## config.mk

```make
export PLATFORM = sky130hd
export DESIGN_NAME = ddcm_top
export DESIGN_NICKNAME = d
export VERILOG_FILES = /design/src/verilog/ddcm_path.v /design/src/verilog/ddcm_top.v
export VERILOG_INCLUDE_DIRS = /design/src /design/src/pkg
export SDC_FILE = /design/constraint.sdc
export NUM_CORES = 1
export LEC_CHECK = 0
export BUFFER_PORTS_ARGS = -buffer_cell sky130_fd_sc_hd__buf_2
export CAP_MARGIN = 20
export CORE_MARGIN = 2
export CORE_UTILIZATION = 55
export CTS_CLUSTER_DIAMETER = 150
export DETAILED_ROUTE_END_ITERATION = 10
export PLACE_DENSITY = 0.87
export SYNTH_ARGS = -nofsm -noshare
export SYNTH_HDL_FRONTEND = slang
export SYNTH_HIERARCHICAL = 1
export SYNTH_SLANG_ARGS = --single-unit
```

## constraint.sdc

```tcl
create_clock -name mclk -period 6.6 [get_ports mclk]
set_clock_uncertainty 0.15 [all_clocks]
set_input_delay 1.98 -clock mclk [delete_from_list [all_inputs] [get_ports mclk]]
set_output_delay 1.98 -clock mclk [all_outputs]
set_load 0.01 [all_outputs]
```

## src/pkg/ddcm_regs.vh

```
// Contract
// - Path B quarter-rate mix enable, complex only
// - Path A swap emits Q before I
// - Path A Q-delay pairs I[n] with Q[n+1]
// - Path A quarter-rate mixer phase inversion
// - Path B swap emits Q before I
// - Path B Q-delay pairs I[n] with Q[n+1]
// - Path B quarter-rate mixer phase inversion
// - Path A 32-bit frequency word, LSB first
// - Path B 32-bit frequency word, LSB first
// - Real mode forces both frequency words zero
// - One real-output bit selects real or complex
// - Reload bit toggle resets phase, loads word
`ifndef DDCM_REGS_VH
`define DDCM_REGS_VH

// Register indices; byte address is four times the index
`define DDCM_IDX_DEC_CFG    6'h25
`define DDCM_IDX_MIX_CTRL   6'h26
`define DDCM_IDX_ORDER_A    6'h27
`define DDCM_IDX_FREQ_A0    6'h2a
`define DDCM_IDX_FREQ_A1    6'h2b
`define DDCM_IDX_FREQ_A2    6'h2c
`define DDCM_IDX_FREQ_A3    6'h2d
`define DDCM_IDX_ORDER_B    6'h2e
`define DDCM_IDX_FREQ_B0    6'h31
`define DDCM_IDX_FREQ_B1    6'h32
`define DDCM_IDX_FREQ_B2    6'h33
`define DDCM_IDX_FREQ_B3    6'h34
`define DDCM_IDX_STATUS     6'h35

// Field positions
`define DDCM_BIT_REAL_OUT   3
`define DDCM_BIT_RELOAD_A   5
`define DDCM_BIT_QMIX_A     4
`define DDCM_BIT_RELOAD_B   1
`define DDCM_BIT_QMIX_B     0
`define DDCM_BIT_SWAP       4
`define DDCM_BIT_QDEL       3
`define DDCM_BIT_PHASE_INV  2

// Writable bit masks; reserved bits stay zero
`define DDCM_MASK_DEC_CFG   8'hf9
`define DDCM_MASK_MIX_CTRL  8'hff
`define DDCM_MASK_ORDER     8'h1c
`define DDCM_MASK_FREQ      8'hff

// Reset values
`define DDCM_RST_BYTE       8'h00

// AXI responses
`define DDCM_RESP_OKAY      2'b00
`define DDCM_RESP_SLVERR    2'b10

`endif

```

## src/verilog/ddcm_path.v

```verilog
`include "ddcm_regs.vh"
`default_nettype none

module ddcm_path #(
    parameter DW = 16
) (
    input  wire          clk,
    input  wire          rst,
    input  wire          sample_valid,
    input  wire [DW-1:0] sample,
    input  wire          real_mode,
    input  wire          qmix_en,
    input  wire          phase_inv,
    input  wire          swap,
    input  wire          qdel,
    input  wire [31:0]   freq_word,
    input  wire          reload_tgl,
    output reg           out_valid_q,
    output reg  [DW-1:0] out_data_q,
    output reg           out_is_q_q,
    output reg  [31:0]   phase_q
);

    reg  [31:0]   step_q;
    reg           tgl_q;
    reg  [1:0]    quad_q;
    reg  [DW-1:0] i_prev_q;
    reg           pend_q;
    reg  [DW-1:0] second_q;
    reg           second_is_q_q;
    reg  [DW-1:0] mix_i;
    reg  [DW-1:0] mix_q;
    wire          reload;
    wire [DW-1:0] pair_i;
    wire [DW-1:0] pair_q;

    // Negation saturates so full-scale negative cannot wrap to itself
    function [DW-1:0] neg_sat;
        input [DW-1:0] v;
        begin
            if (v == {1'b1, {(DW-1){1'b0}}})
                neg_sat = {1'b0, {(DW-1){1'b1}}};
            else
                neg_sat = ~v + {{(DW-1){1'b0}}, 1'b1};
        end
    endfunction

    assign reload = reload_tgl ^ tgl_q;

    // Quarter-rate mixing walks 1, -j, -1, +j; inversion conjugates
    always @* begin
        mix_i = sample;
        mix_q = {DW{1'b0}};
        if (qmix_en && !real_mode) begin
            case (quad_q)
                2'd0: begin
                    mix_i = sample;
                end
                2'd1: begin
                    mix_i = {DW{1'b0}};
                    mix_q = neg_sat(sample);
                end
                2'd2: begin
                    mix_i = neg_sat(sample);
                end
                default: begin
                    mix_i = {DW{1'b0}};
                    mix_q = sample;
                end
            endcase
            if (phase_inv)
                mix_q = neg_sat(mix_q);
        end
    end

    // Delayed pairing holds I back one sample against the current Q
    assign pair_i = qdel ? i_prev_q : mix_i;
    assign pair_q = mix_q;

    // Oscillator phase and frequency load; real mode adds nothing
    always @(posedge clk or posedge rst) begin
        if (rst) begin
            tgl_q    <= 1'b0;
            phase_q  <= 32'h0000_0000;
            step_q   <= 32'h0000_0000;
            quad_q   <= 2'b00;
            i_prev_q <= {DW{1'b0}};
        end else begin
            tgl_q <= reload_tgl;
            if (reload) begin
                phase_q <= 32'h0000_0000;
                step_q  <= real_mode ? 32'h0000_0000 : freq_word;
                quad_q  <= 2'b00;
            end else if (sample_valid) begin
                phase_q  <= real_mode ? phase_q : phase_q + step_q;
                quad_q   <= quad_q + 2'b01;
                i_prev_q <= mix_i;
            end
        end
    end

    // Two words per sample; input must be spaced two cycles or more
    always @(posedge clk or posedge rst) begin
        if (rst) begin
            out_valid_q   <= 1'b0;
            out_data_q    <= {DW{1'b0}};
            out_is_q_q    <= 1'b0;
            pend_q        <= 1'b0;
            second_q      <= {DW{1'b0}};
            second_is_q_q <= 1'b0;
        end else if (sample_valid) begin
            out_valid_q   <= 1'b1;
            out_data_q    <= swap ? pair_q : pair_i;
            out_is_q_q    <= swap;
            second_q      <= swap ? pair_i : pair_q;
            second_is_q_q <= ~swap;
            pend_q        <= 1'b1;
        end else if (pend_q) begin
            out_valid_q <= 1'b1;
            out_data_q  <= second_q;
            out_is_q_q  <= second_is_q_q;
            pend_q      <= 1'b0;
        end else begin
            out_valid_q <= 1'b0;
        end
    end

endmodule // ddcm_path

`default_nettype wire

```

## src/verilog/ddcm_top.v

```verilog
// Chosen here: the AXI4-Lite interface to the registers.
`include "ddcm_regs.vh"
`default_nettype none

module ddcm_top #(
    parameter DW = 16,
    parameter AW = 8
) (
    input  wire          mclk,
    input  wire          sys_rst,
    input  wire [AW-1:0] s_axi_awaddr,
    input  wire          s_axi_awvalid,
    output reg           s_axi_awready,
    input  wire [31:0]   s_axi_wdata,
    input  wire [3:0]    s_axi_wstrb,
    input  wire          s_axi_wvalid,
    output reg           s_axi_wready,
    output reg  [1:0]    s_axi_bresp,
    output reg           s_axi_bvalid,
    input  wire          s_axi_bready,
    input  wire [AW-1:0] s_axi_araddr,
    input  wire          s_axi_arvalid,
    output reg           s_axi_arready,
    output reg  [31:0]   s_axi_rdata,
    output reg  [1:0]    s_axi_rresp,
    output reg           s_axi_rvalid,
    input  wire          s_axi_rready,
    input  wire          adc_valid,
    input  wire [DW-1:0] adc_a,
    input  wire [DW-1:0] adc_b,
    output wire          out_valid_a,
    output wire [DW-1:0] out_data_a,
    output wire          out_is_q_a,
    output wire [31:0]   osc_phase_a,
    output wire          out_valid_b,
    output wire [DW-1:0] out_data_b,
    output wire          out_is_q_b,
    output wire [31:0]   osc_phase_b
);

    localparam NSLOT   = 13;
    localparam NWR     = 12;
    localparam [3:0] S_DEC   = 4'd0;
    localparam [3:0] S_MIX   = 4'd1;
    localparam [3:0] S_ORD_A = 4'd2;
    localparam [3:0] S_ORD_B = 4'd7;
    localparam [3:0] S_STAT  = 4'd12;
    localparam [3:0] S_NONE  = 4'd15;

    reg  [7:0]    cfg_q [0:NWR-1];
    reg  [AW-1:0] waddr_q;
    reg  [7:0]    wdata_q;
    reg           wstrb0_q;
    reg           aw_got_q;
    reg           w_got_q;
    reg           aw_got_d;
    reg           w_got_d;
    reg           bvalid_d;
    reg           rvalid_d;
    reg           do_wr;
    reg  [7:0]    rd_byte;
    wire [3:0]    wr_slot;
    wire [3:0]    rd_slot;
    wire          real_mode;
    wire [31:0]   freq_a;
    wire [31:0]   freq_b;
    wire [7:0]    status;
    integer       k;

    // Address to slot; shared by the read and write decoders
    function [3:0] ddcm_slot;
        input [AW-1:0] a;
        begin
            case (a[7:2])
                `DDCM_IDX_DEC_CFG:  ddcm_slot = 4'd0;
                `DDCM_IDX_MIX_CTRL: ddcm_slot = 4'd1;
                `DDCM_IDX_ORDER_A:  ddcm_slot = 4'd2;
                `DDCM_IDX_FREQ_A0:  ddcm_slot = 4'd3;
                `DDCM_IDX_FREQ_A1:  ddcm_slot = 4'd4;
                `DDCM_IDX_FREQ_A2:  ddcm_slot = 4'd5;
                `DDCM_IDX_FREQ_A3:  ddcm_slot = 4'd6;
                `DDCM_IDX_ORDER_B:  ddcm_slot = 4'd7;
                `DDCM_IDX_FREQ_B0:  ddcm_slot = 4'd8;
                `DDCM_IDX_FREQ_B1:  ddcm_slot = 4'd9;
                `DDCM_IDX_FREQ_B2:  ddcm_slot = 4'd10;
                `DDCM_IDX_FREQ_B3:  ddcm_slot = 4'd11;
                `DDCM_IDX_STATUS:   ddcm_slot = S_STAT;
                default:            ddcm_slot = S_NONE;
            endcase
        end
    endfunction

    // Writable bits per slot; reserved bits never store
    function [7:0] ddcm_mask;
        input [3:0] s;
        begin
            case (s)
                S_DEC:   ddcm_mask = `DDCM_MASK_DEC_CFG;
                S_MIX:   ddcm_mask = `DDCM_MASK_MIX_CTRL;
                S_ORD_A: ddcm_mask = `DDCM_MASK_ORDER;
                S_ORD_B: ddcm_mask = `DDCM_MASK_ORDER;
                default: ddcm_mask = `DDCM_MASK_FREQ;
            endcase
        end
    endfunction

    function is_freq;
        input [3:0] s;
        begin
            is_freq = (s >= 4'd3 && s <= 4'd6) || (s >= 4'd8 && s <= 4'd11);
        end
    endfunction

    assign wr_slot   = ddcm_slot(waddr_q);
    assign rd_slot   = ddcm_slot(s_axi_araddr);
    assign real_mode = cfg_q[S_DEC][`DDCM_BIT_REAL_OUT];
    assign freq_a    = {cfg_q[6], cfg_q[5], cfg_q[4], cfg_q[3]};
    assign freq_b    = {cfg_q[11], cfg_q[10], cfg_q[9], cfg_q[8]};
    assign status    = {osc_phase_a[31:28], osc_phase_b[31:28]};

    // Write channel bookkeeping; address and data may come in any order
    always @* begin
        aw_got_d = aw_got_q;
        w_got_d  = w_got_q;
        bvalid_d = s_axi_bvalid;
        do_wr    = 1'b0;
        if (s_axi_awvalid && s_axi_awready)
            aw_got_d = 1'b1;
        if (s_axi_wvalid && s_axi_wready)
            w_got_d = 1'b1;
        if (s_axi_bvalid && s_axi_bready)
            bvalid_d = 1'b0;
        if (aw_got_q && w_got_q && !s_axi_bvalid) begin
            do_wr    = 1'b1;
            bvalid_d = 1'b1;
            aw_got_d = 1'b0;
            w_got_d  = 1'b0;
        end
    end

    // Write handshake registers; ready drops while a write is held
    always @(posedge mclk or posedge sys_rst) begin
        if (sys_rst) begin
            aw_got_q      <= 1'b0;
            w_got_q       <= 1'b0;
            waddr_q       <= {AW{1'b0}};
            wdata_q       <= `DDCM_RST_BYTE;
            wstrb0_q      <= 1'b0;
            s_axi_awready <= 1'b0;
            s_axi_wready  <= 1'b0;
            s_axi_bvalid  <= 1'b0;
            s_axi_bresp   <= `DDCM_RESP_OKAY;
        end else begin
            aw_got_q      <= aw_got_d;
            w_got_q       <= w_got_d;
            s_axi_awready <= ~aw_got_d & ~bvalid_d;
            s_axi_wready  <= ~w_got_d & ~bvalid_d;
            s_axi_bvalid  <= bvalid_d;
            if (s_axi_awvalid && s_axi_awready)
                waddr_q <= s_axi_awaddr;
            if (s_axi_wvalid && s_axi_wready) begin
                wdata_q  <= s_axi_wdata[7:0];
                wstrb0_q <= s_axi_wstrb[0];
            end
            if (do_wr)
                s_axi_bresp <= (wr_slot == S_NONE) ? `DDCM_RESP_SLVERR : `DDCM_RESP_OKAY;
        end
    end

    // Register bank; real mode holds the frequency bytes at zero
    always @(posedge mclk or posedge sys_rst) begin
        if (sys_rst) begin
            for (k = 0; k < NWR; k = k + 1)
                cfg_q[k] <= `DDCM_RST_BYTE;
        end else begin
            for (k = 0; k < NWR; k = k + 1) begin
                if (real_mode && is_freq(k[3:0]))
                    cfg_q[k] <= `DDCM_RST_BYTE;
                else if (do_wr && wstrb0_q && wr_slot == k[3:0])
                    cfg_q[k] <= wdata_q & ddcm_mask(k[3:0]);
            end
        end
    end

    // Read mux; only the low byte carries data
    always @* begin
        rd_byte = `DDCM_RST_BYTE;
        if (rd_slot == S_STAT)
            rd_byte = status;
        else if (rd_slot < S_STAT)
            rd_byte = cfg_q[rd_slot];
    end

    always @* begin
        rvalid_d = s_axi_rvalid;
        if (s_axi_rvalid && s_axi_rready)
            rvalid_d = 1'b0;
        if (s_axi_arvalid && s_axi_arready)
            rvalid_d = 1'b1;
    end

    // Read channel answers one cycle after the address is taken
    always @(posedge mclk or posedge sys_rst) begin
        if (sys_rst) begin
            s_axi_arready <= 1'b0;
            s_axi_rvalid  <= 1'b0;
            s_axi_rdata   <= 32'h0000_0000;
            s_axi_rresp   <= `DDCM_RESP_OKAY;
        end else begin
            s_axi_rvalid  <= rvalid_d;
            s_axi_arready <= ~rvalid_d & ~(s_axi_arvalid & s_axi_arready);
            if (s_axi_arvalid && s_axi_arready) begin
                s_axi_rdata <= {24'h00_0000, rd_byte};
                s_axi_rresp <= (rd_slot == S_NONE) ? `DDCM_RESP_SLVERR : `DDCM_RESP_OKAY;
            end
        end
    end

    // Path A mixer and output stage
    ddcm_path #(
        .DW (DW)
    ) u_path_a (
        .clk          (mclk),
        .rst          (sys_rst),
        .sample_valid (adc_valid),
        .sample       (adc_a),
        .real_mode    (real_mode),
        .qmix_en      (cfg_q[S_MIX][`DDCM_BIT_QMIX_A]),
        .phase_inv    (cfg_q[S_ORD_A][`DDCM_BIT_PHASE_INV]),
        .swap         (cfg_q[S_ORD_A][`DDCM_BIT_SWAP]),
        .qdel         (cfg_q[S_ORD_A][`DDCM_BIT_QDEL]),
        .freq_word    (freq_a),
        .reload_tgl   (cfg_q[S_MIX][`DDCM_BIT_RELOAD_A]),
        .out_valid_q  (out_valid_a),
        .out_data_q   (out_data_a),
        .out_is_q_q   (out_is_q_a),
        .phase_q      (osc_phase_a)
    );

    // Path B mixer and output stage
    ddcm_path #(
        .DW (DW)
    ) u_path_b (
        .clk          (mclk),
        .rst          (sys_rst),
        .sample_valid (adc_valid),
        .sample       (adc_b),
        .real_mode    (real_mode),
        .qmix_en      (cfg_q[S_MIX][`DDCM_BIT_QMIX_B]),
        .phase_inv    (cfg_q[S_ORD_B][`DDCM_BIT_PHASE_INV]),
        .swap         (cfg_q[S_ORD_B][`DDCM_BIT_SWAP]),
        .qdel         (cfg_q[S_ORD_B][`DDCM_BIT_QDEL]),
        .freq_word    (freq_b),
        .reload_tgl   (cfg_q[S_MIX][`DDCM_BIT_RELOAD_B]),
        .out_valid_q  (out_valid_b),
        .out_data_q   (out_data_b),
        .out_is_q_q   (out_is_q_b),
        .phase_q      (osc_phase_b)
    );

endmodule // ddcm_top

`default_nettype wire

```

==> results.cfg <==
[clock_tree]
numCtsBuffers = 39
cts_tree = yes
clock_sinks = 354
cts_root_buffer = clkbuf_16
ctsHtreeMaxLevel = 2
post-cts-setup-buffers = 0
clockBufferDepth = 3
path_clk_slew_ns = 0.06
ctsHoldBuffers = 0
clock_insertion_delay_worst_skew_ns = 0.58
cts-resized-gates = 0

[worst_setup_path]
critPathRequiredTime_ns = 6.89
critPathCapture = u_path_b/out_data_q[14]
crit_chain = buf_2, inv_1, ha_1, nor2b_1, nand3_1, o311ai_2, nand4_1, or4_1, or2_1, o311ai_1, o211ai_1, a221oi_1
crit_path_start = adc_b[0]
crit_slowest_cell = or4_1
r2r_end = u_path_a/out_data_q[1]
worst_ep_arrival_time_ns = 5.83
reg2reg_depth = 12
rr_startpoint = u_path_a/quad_q[0]
cpPeakStageDelay_ns = 0.69
critPathKind = in2reg
r2r_setup_slack_ns = 2.19
critPathLaunchType = input pin
crit_fanout = 14
critPathCaptureType = flip-flop

[layout]
seqCellArea_sq_um = 8862
num-fill-cells = 3453
num-nets-final = 2876
area_growth_pct = 10.15
multi_input_area_sq_um = 13260
layoutNonFillerInstCount = 3264
final_area_sq_um = 25540
most-common-layout-cells = dfrtp_1 (353), nand2_1 (273), o21ai_0 (239)
layout-drive-gt1-share_pct = 15.41
final_core_util_pct = 61.16
layout_commonest_cell = dfrtp_1
n_antenna_cell = 0

[synthesis]
ys_warn_count = 6
yosysSeqAreaShare_pct = 38.21
synthFlopType = dfrtp_1
yosys.cell_types.count = 107
syn_inst = 2610
synth.area.top_cells = dfrtp_1 (38%), mux2i_1 (5.9%), o21ai_0 (5.2%)
syn_area_sq_um = 23180
async_flop_share_pct = 100.0
synth_top_area_share_pct = 38.21
syn_avg_cell_area_sq_um = 8.883
synth_seq_cells = 354
synth_edf_count = 0
synth_top_area_cell = dfrtp_1

[route]
wl_per_cell_um = 20.81
drt_iter0_drc = 2464
drc_errors = 0
routed_wl_mm = 67.92
viasPerCell = 6.476
drt_pass1_iterations = 6
ant_nets = 0
via_count = 21140

[global_routing]
overflow = 0
track_usage_pct = 30.58
grt_pass1_wl_mm = 108.8
grt_pass1_vias = 20210
grt_start_max_net_pins = 86
antenna_found_initial = 0

[worst_hold_path]
worstHoldStart = u_path_b/second_is_q_q
worst_hold_path_type = reg2reg

[placed_design]
placed_cells = 3191
placed_area_sq_um = 24180
portBuffers = 175
preCtsSetupSlack_ns = 0.6565
gp_congestion = 0.9421
dp_hpwl_mm = 47.80

[timing]
max_clock_freq_mhz = 180.4
worst_pin_slew_ns = 1.129
finalCriticalPeriod_ns = 5.543
setup_ws_ns = 1.057
fin_setup_tns_ns = 0
hold_viol = 0
relSlewSlack_pct = 24.44
timing.final.crit_share_pct = 83.98
setup_viol = 0
rsz0062_at_grt = false
hold-worst-slack_ns = 0.3285
slew_viol_final = 0

[power]
pwr-share-clk_pct = 25.3
power_density_nw_per_um2 = 344.2
leakagePower_nw = 11.45
switching_power_mw = 3.591
swShare_pct = 40.85
p_int_mw = 5.200
seqPwrFrac_pct = 36.5
vdd.ir_drop.worst_mv = 0.2727
comb_power_share_pct = 38.1
total_power_mw = 8.791

[floorplan]
start_util_pct = 55.52
die-area_sq_um = 43810
ioPinCount = 233
fp.coreArea_sq_um = 41760
die_x_um = 209.3
row_count = 75
dieHeight_um = 209.3

[status]
status = completed

[run]
cap_violations = 0
[layout make-up]
class / instances / share of cell area (%)
clock buffer: 50 / 4.179
multi-input combinational: 2030 / 51.91
clock inverter: 21 / 0.9358
sequential: 354 / 34.70
timing repair buffer: 212 / 4.752
tap: 539 / 2.641
inverter: 58 / 0.8819
[state kept, by name (all words and copies together), names as in the netlist, 16 cells and up]
register / flops
cfg_q: 84
u_path_a/i_prev_q: 16
u_path_a/out_data_q: 16
u_path_a/phase_q: 32
u_path_a/second_q: 16
u_path_a/step_q: 32
u_path_b/i_prev_q: 16
u_path_b/out_data_q: 16
u_path_b/phase_q: 32
u_path_b/second_q: 16
u_path_b/step_q: 32
[worst min-delay path by stage]
stage	to	slack, ns	cells after the start
final	u_path_b/second_is_q_q	0.33	1
after global routing	u_path_b/second_is_q_q	0.35	1
after CTS	u_path_b/second_is_q_q	0.33	1
after detailed placement	s_axi_awready	0.31	1
after global placement	s_axi_awready	0.31	1
after floorplan	s_axi_awready	0.28	1
[worst max-delay path, delay by kind of cell]
family	cells	cell delay, ns
buf+inv	2	0.24
simple gates	5	1.99
compound gates	4	1.41
fa+ha+maj	1	0.21
[synth_stat cells (all sizes together) (8+ instances only)]
| cell | count |
|---|---|
| or3b | 11 |
| nor3 | 42 |
| nand2b | 100 |
| xnor2 | 34 |
| o311ai | 9 |
| a211o | 9 |
| ha | 87 |
| o221ai | 22 |
| a21o | 27 |
| nor2b | 33 |
| o31ai | 14 |
| and3 | 11 |
| a221oi | 17 |
| inv | 55 |
| a22o | 19 |
| o22ai | 17 |
| or4 | 10 |
| a32oi | 8 |
| dfrtp | 354 |
| xor2 | 23 |
| a22oi | 9 |
| nor3b | 12 |
| a21oi | 148 |
| clkbuf | 116 |
| and2 | 14 |
| a211oi | 33 |
| mux2 | 72 |
| o21ai | 246 |
| nand3 | 45 |
| buf | 75 |
| mux2i | 136 |
| or3 | 23 |
| nor2 | 238 |
| nand3b | 10 |
| or2 | 18 |
| o211ai | 31 |
| o21a | 9 |
| o21bai | 11 |
| nand4 | 23 |
| a31oi | 57 |
| nand2 | 273 |
| nor4 | 21 |
[cell families (layout without fill, tap and decap cells)]
group	after synthesis	count (layout)	share of synthesized area (%)
adders and majority gates	89	89	4.868
xor gates and xnor gates	57	57	2.153
and+or+nand+nor	895	895	19.20
muxes	208	208	9.385
buffers and inverters	251	341	5.105
other	1	26	0.01617
DFF	354	354	38.21
AOI/OAI and AO/OA	755	755	21.06
[layer usage]
metal	routed length (um)	GRT usage, %	up-vias
met1	27680	40.46	10400
met5	0	0	-
li1	-	-	9597
met3	4666	4.280	186
met4	2519	11.77	0
met2	33060	51.20	956
[power by group through the flow]
stage	Combinational [mW]	Sequential (mW)	Clock [mW]
after floorplan	2.42	3.04	0
after CTS	3.30	3.19	2.25
final	3.35	3.21	2.23
after detailed placement	3.27	3.23	0
after global placement	3.14	3.19	0
after global routing	3.68	3.26	2.34
(Power assumes the default switching activity.)
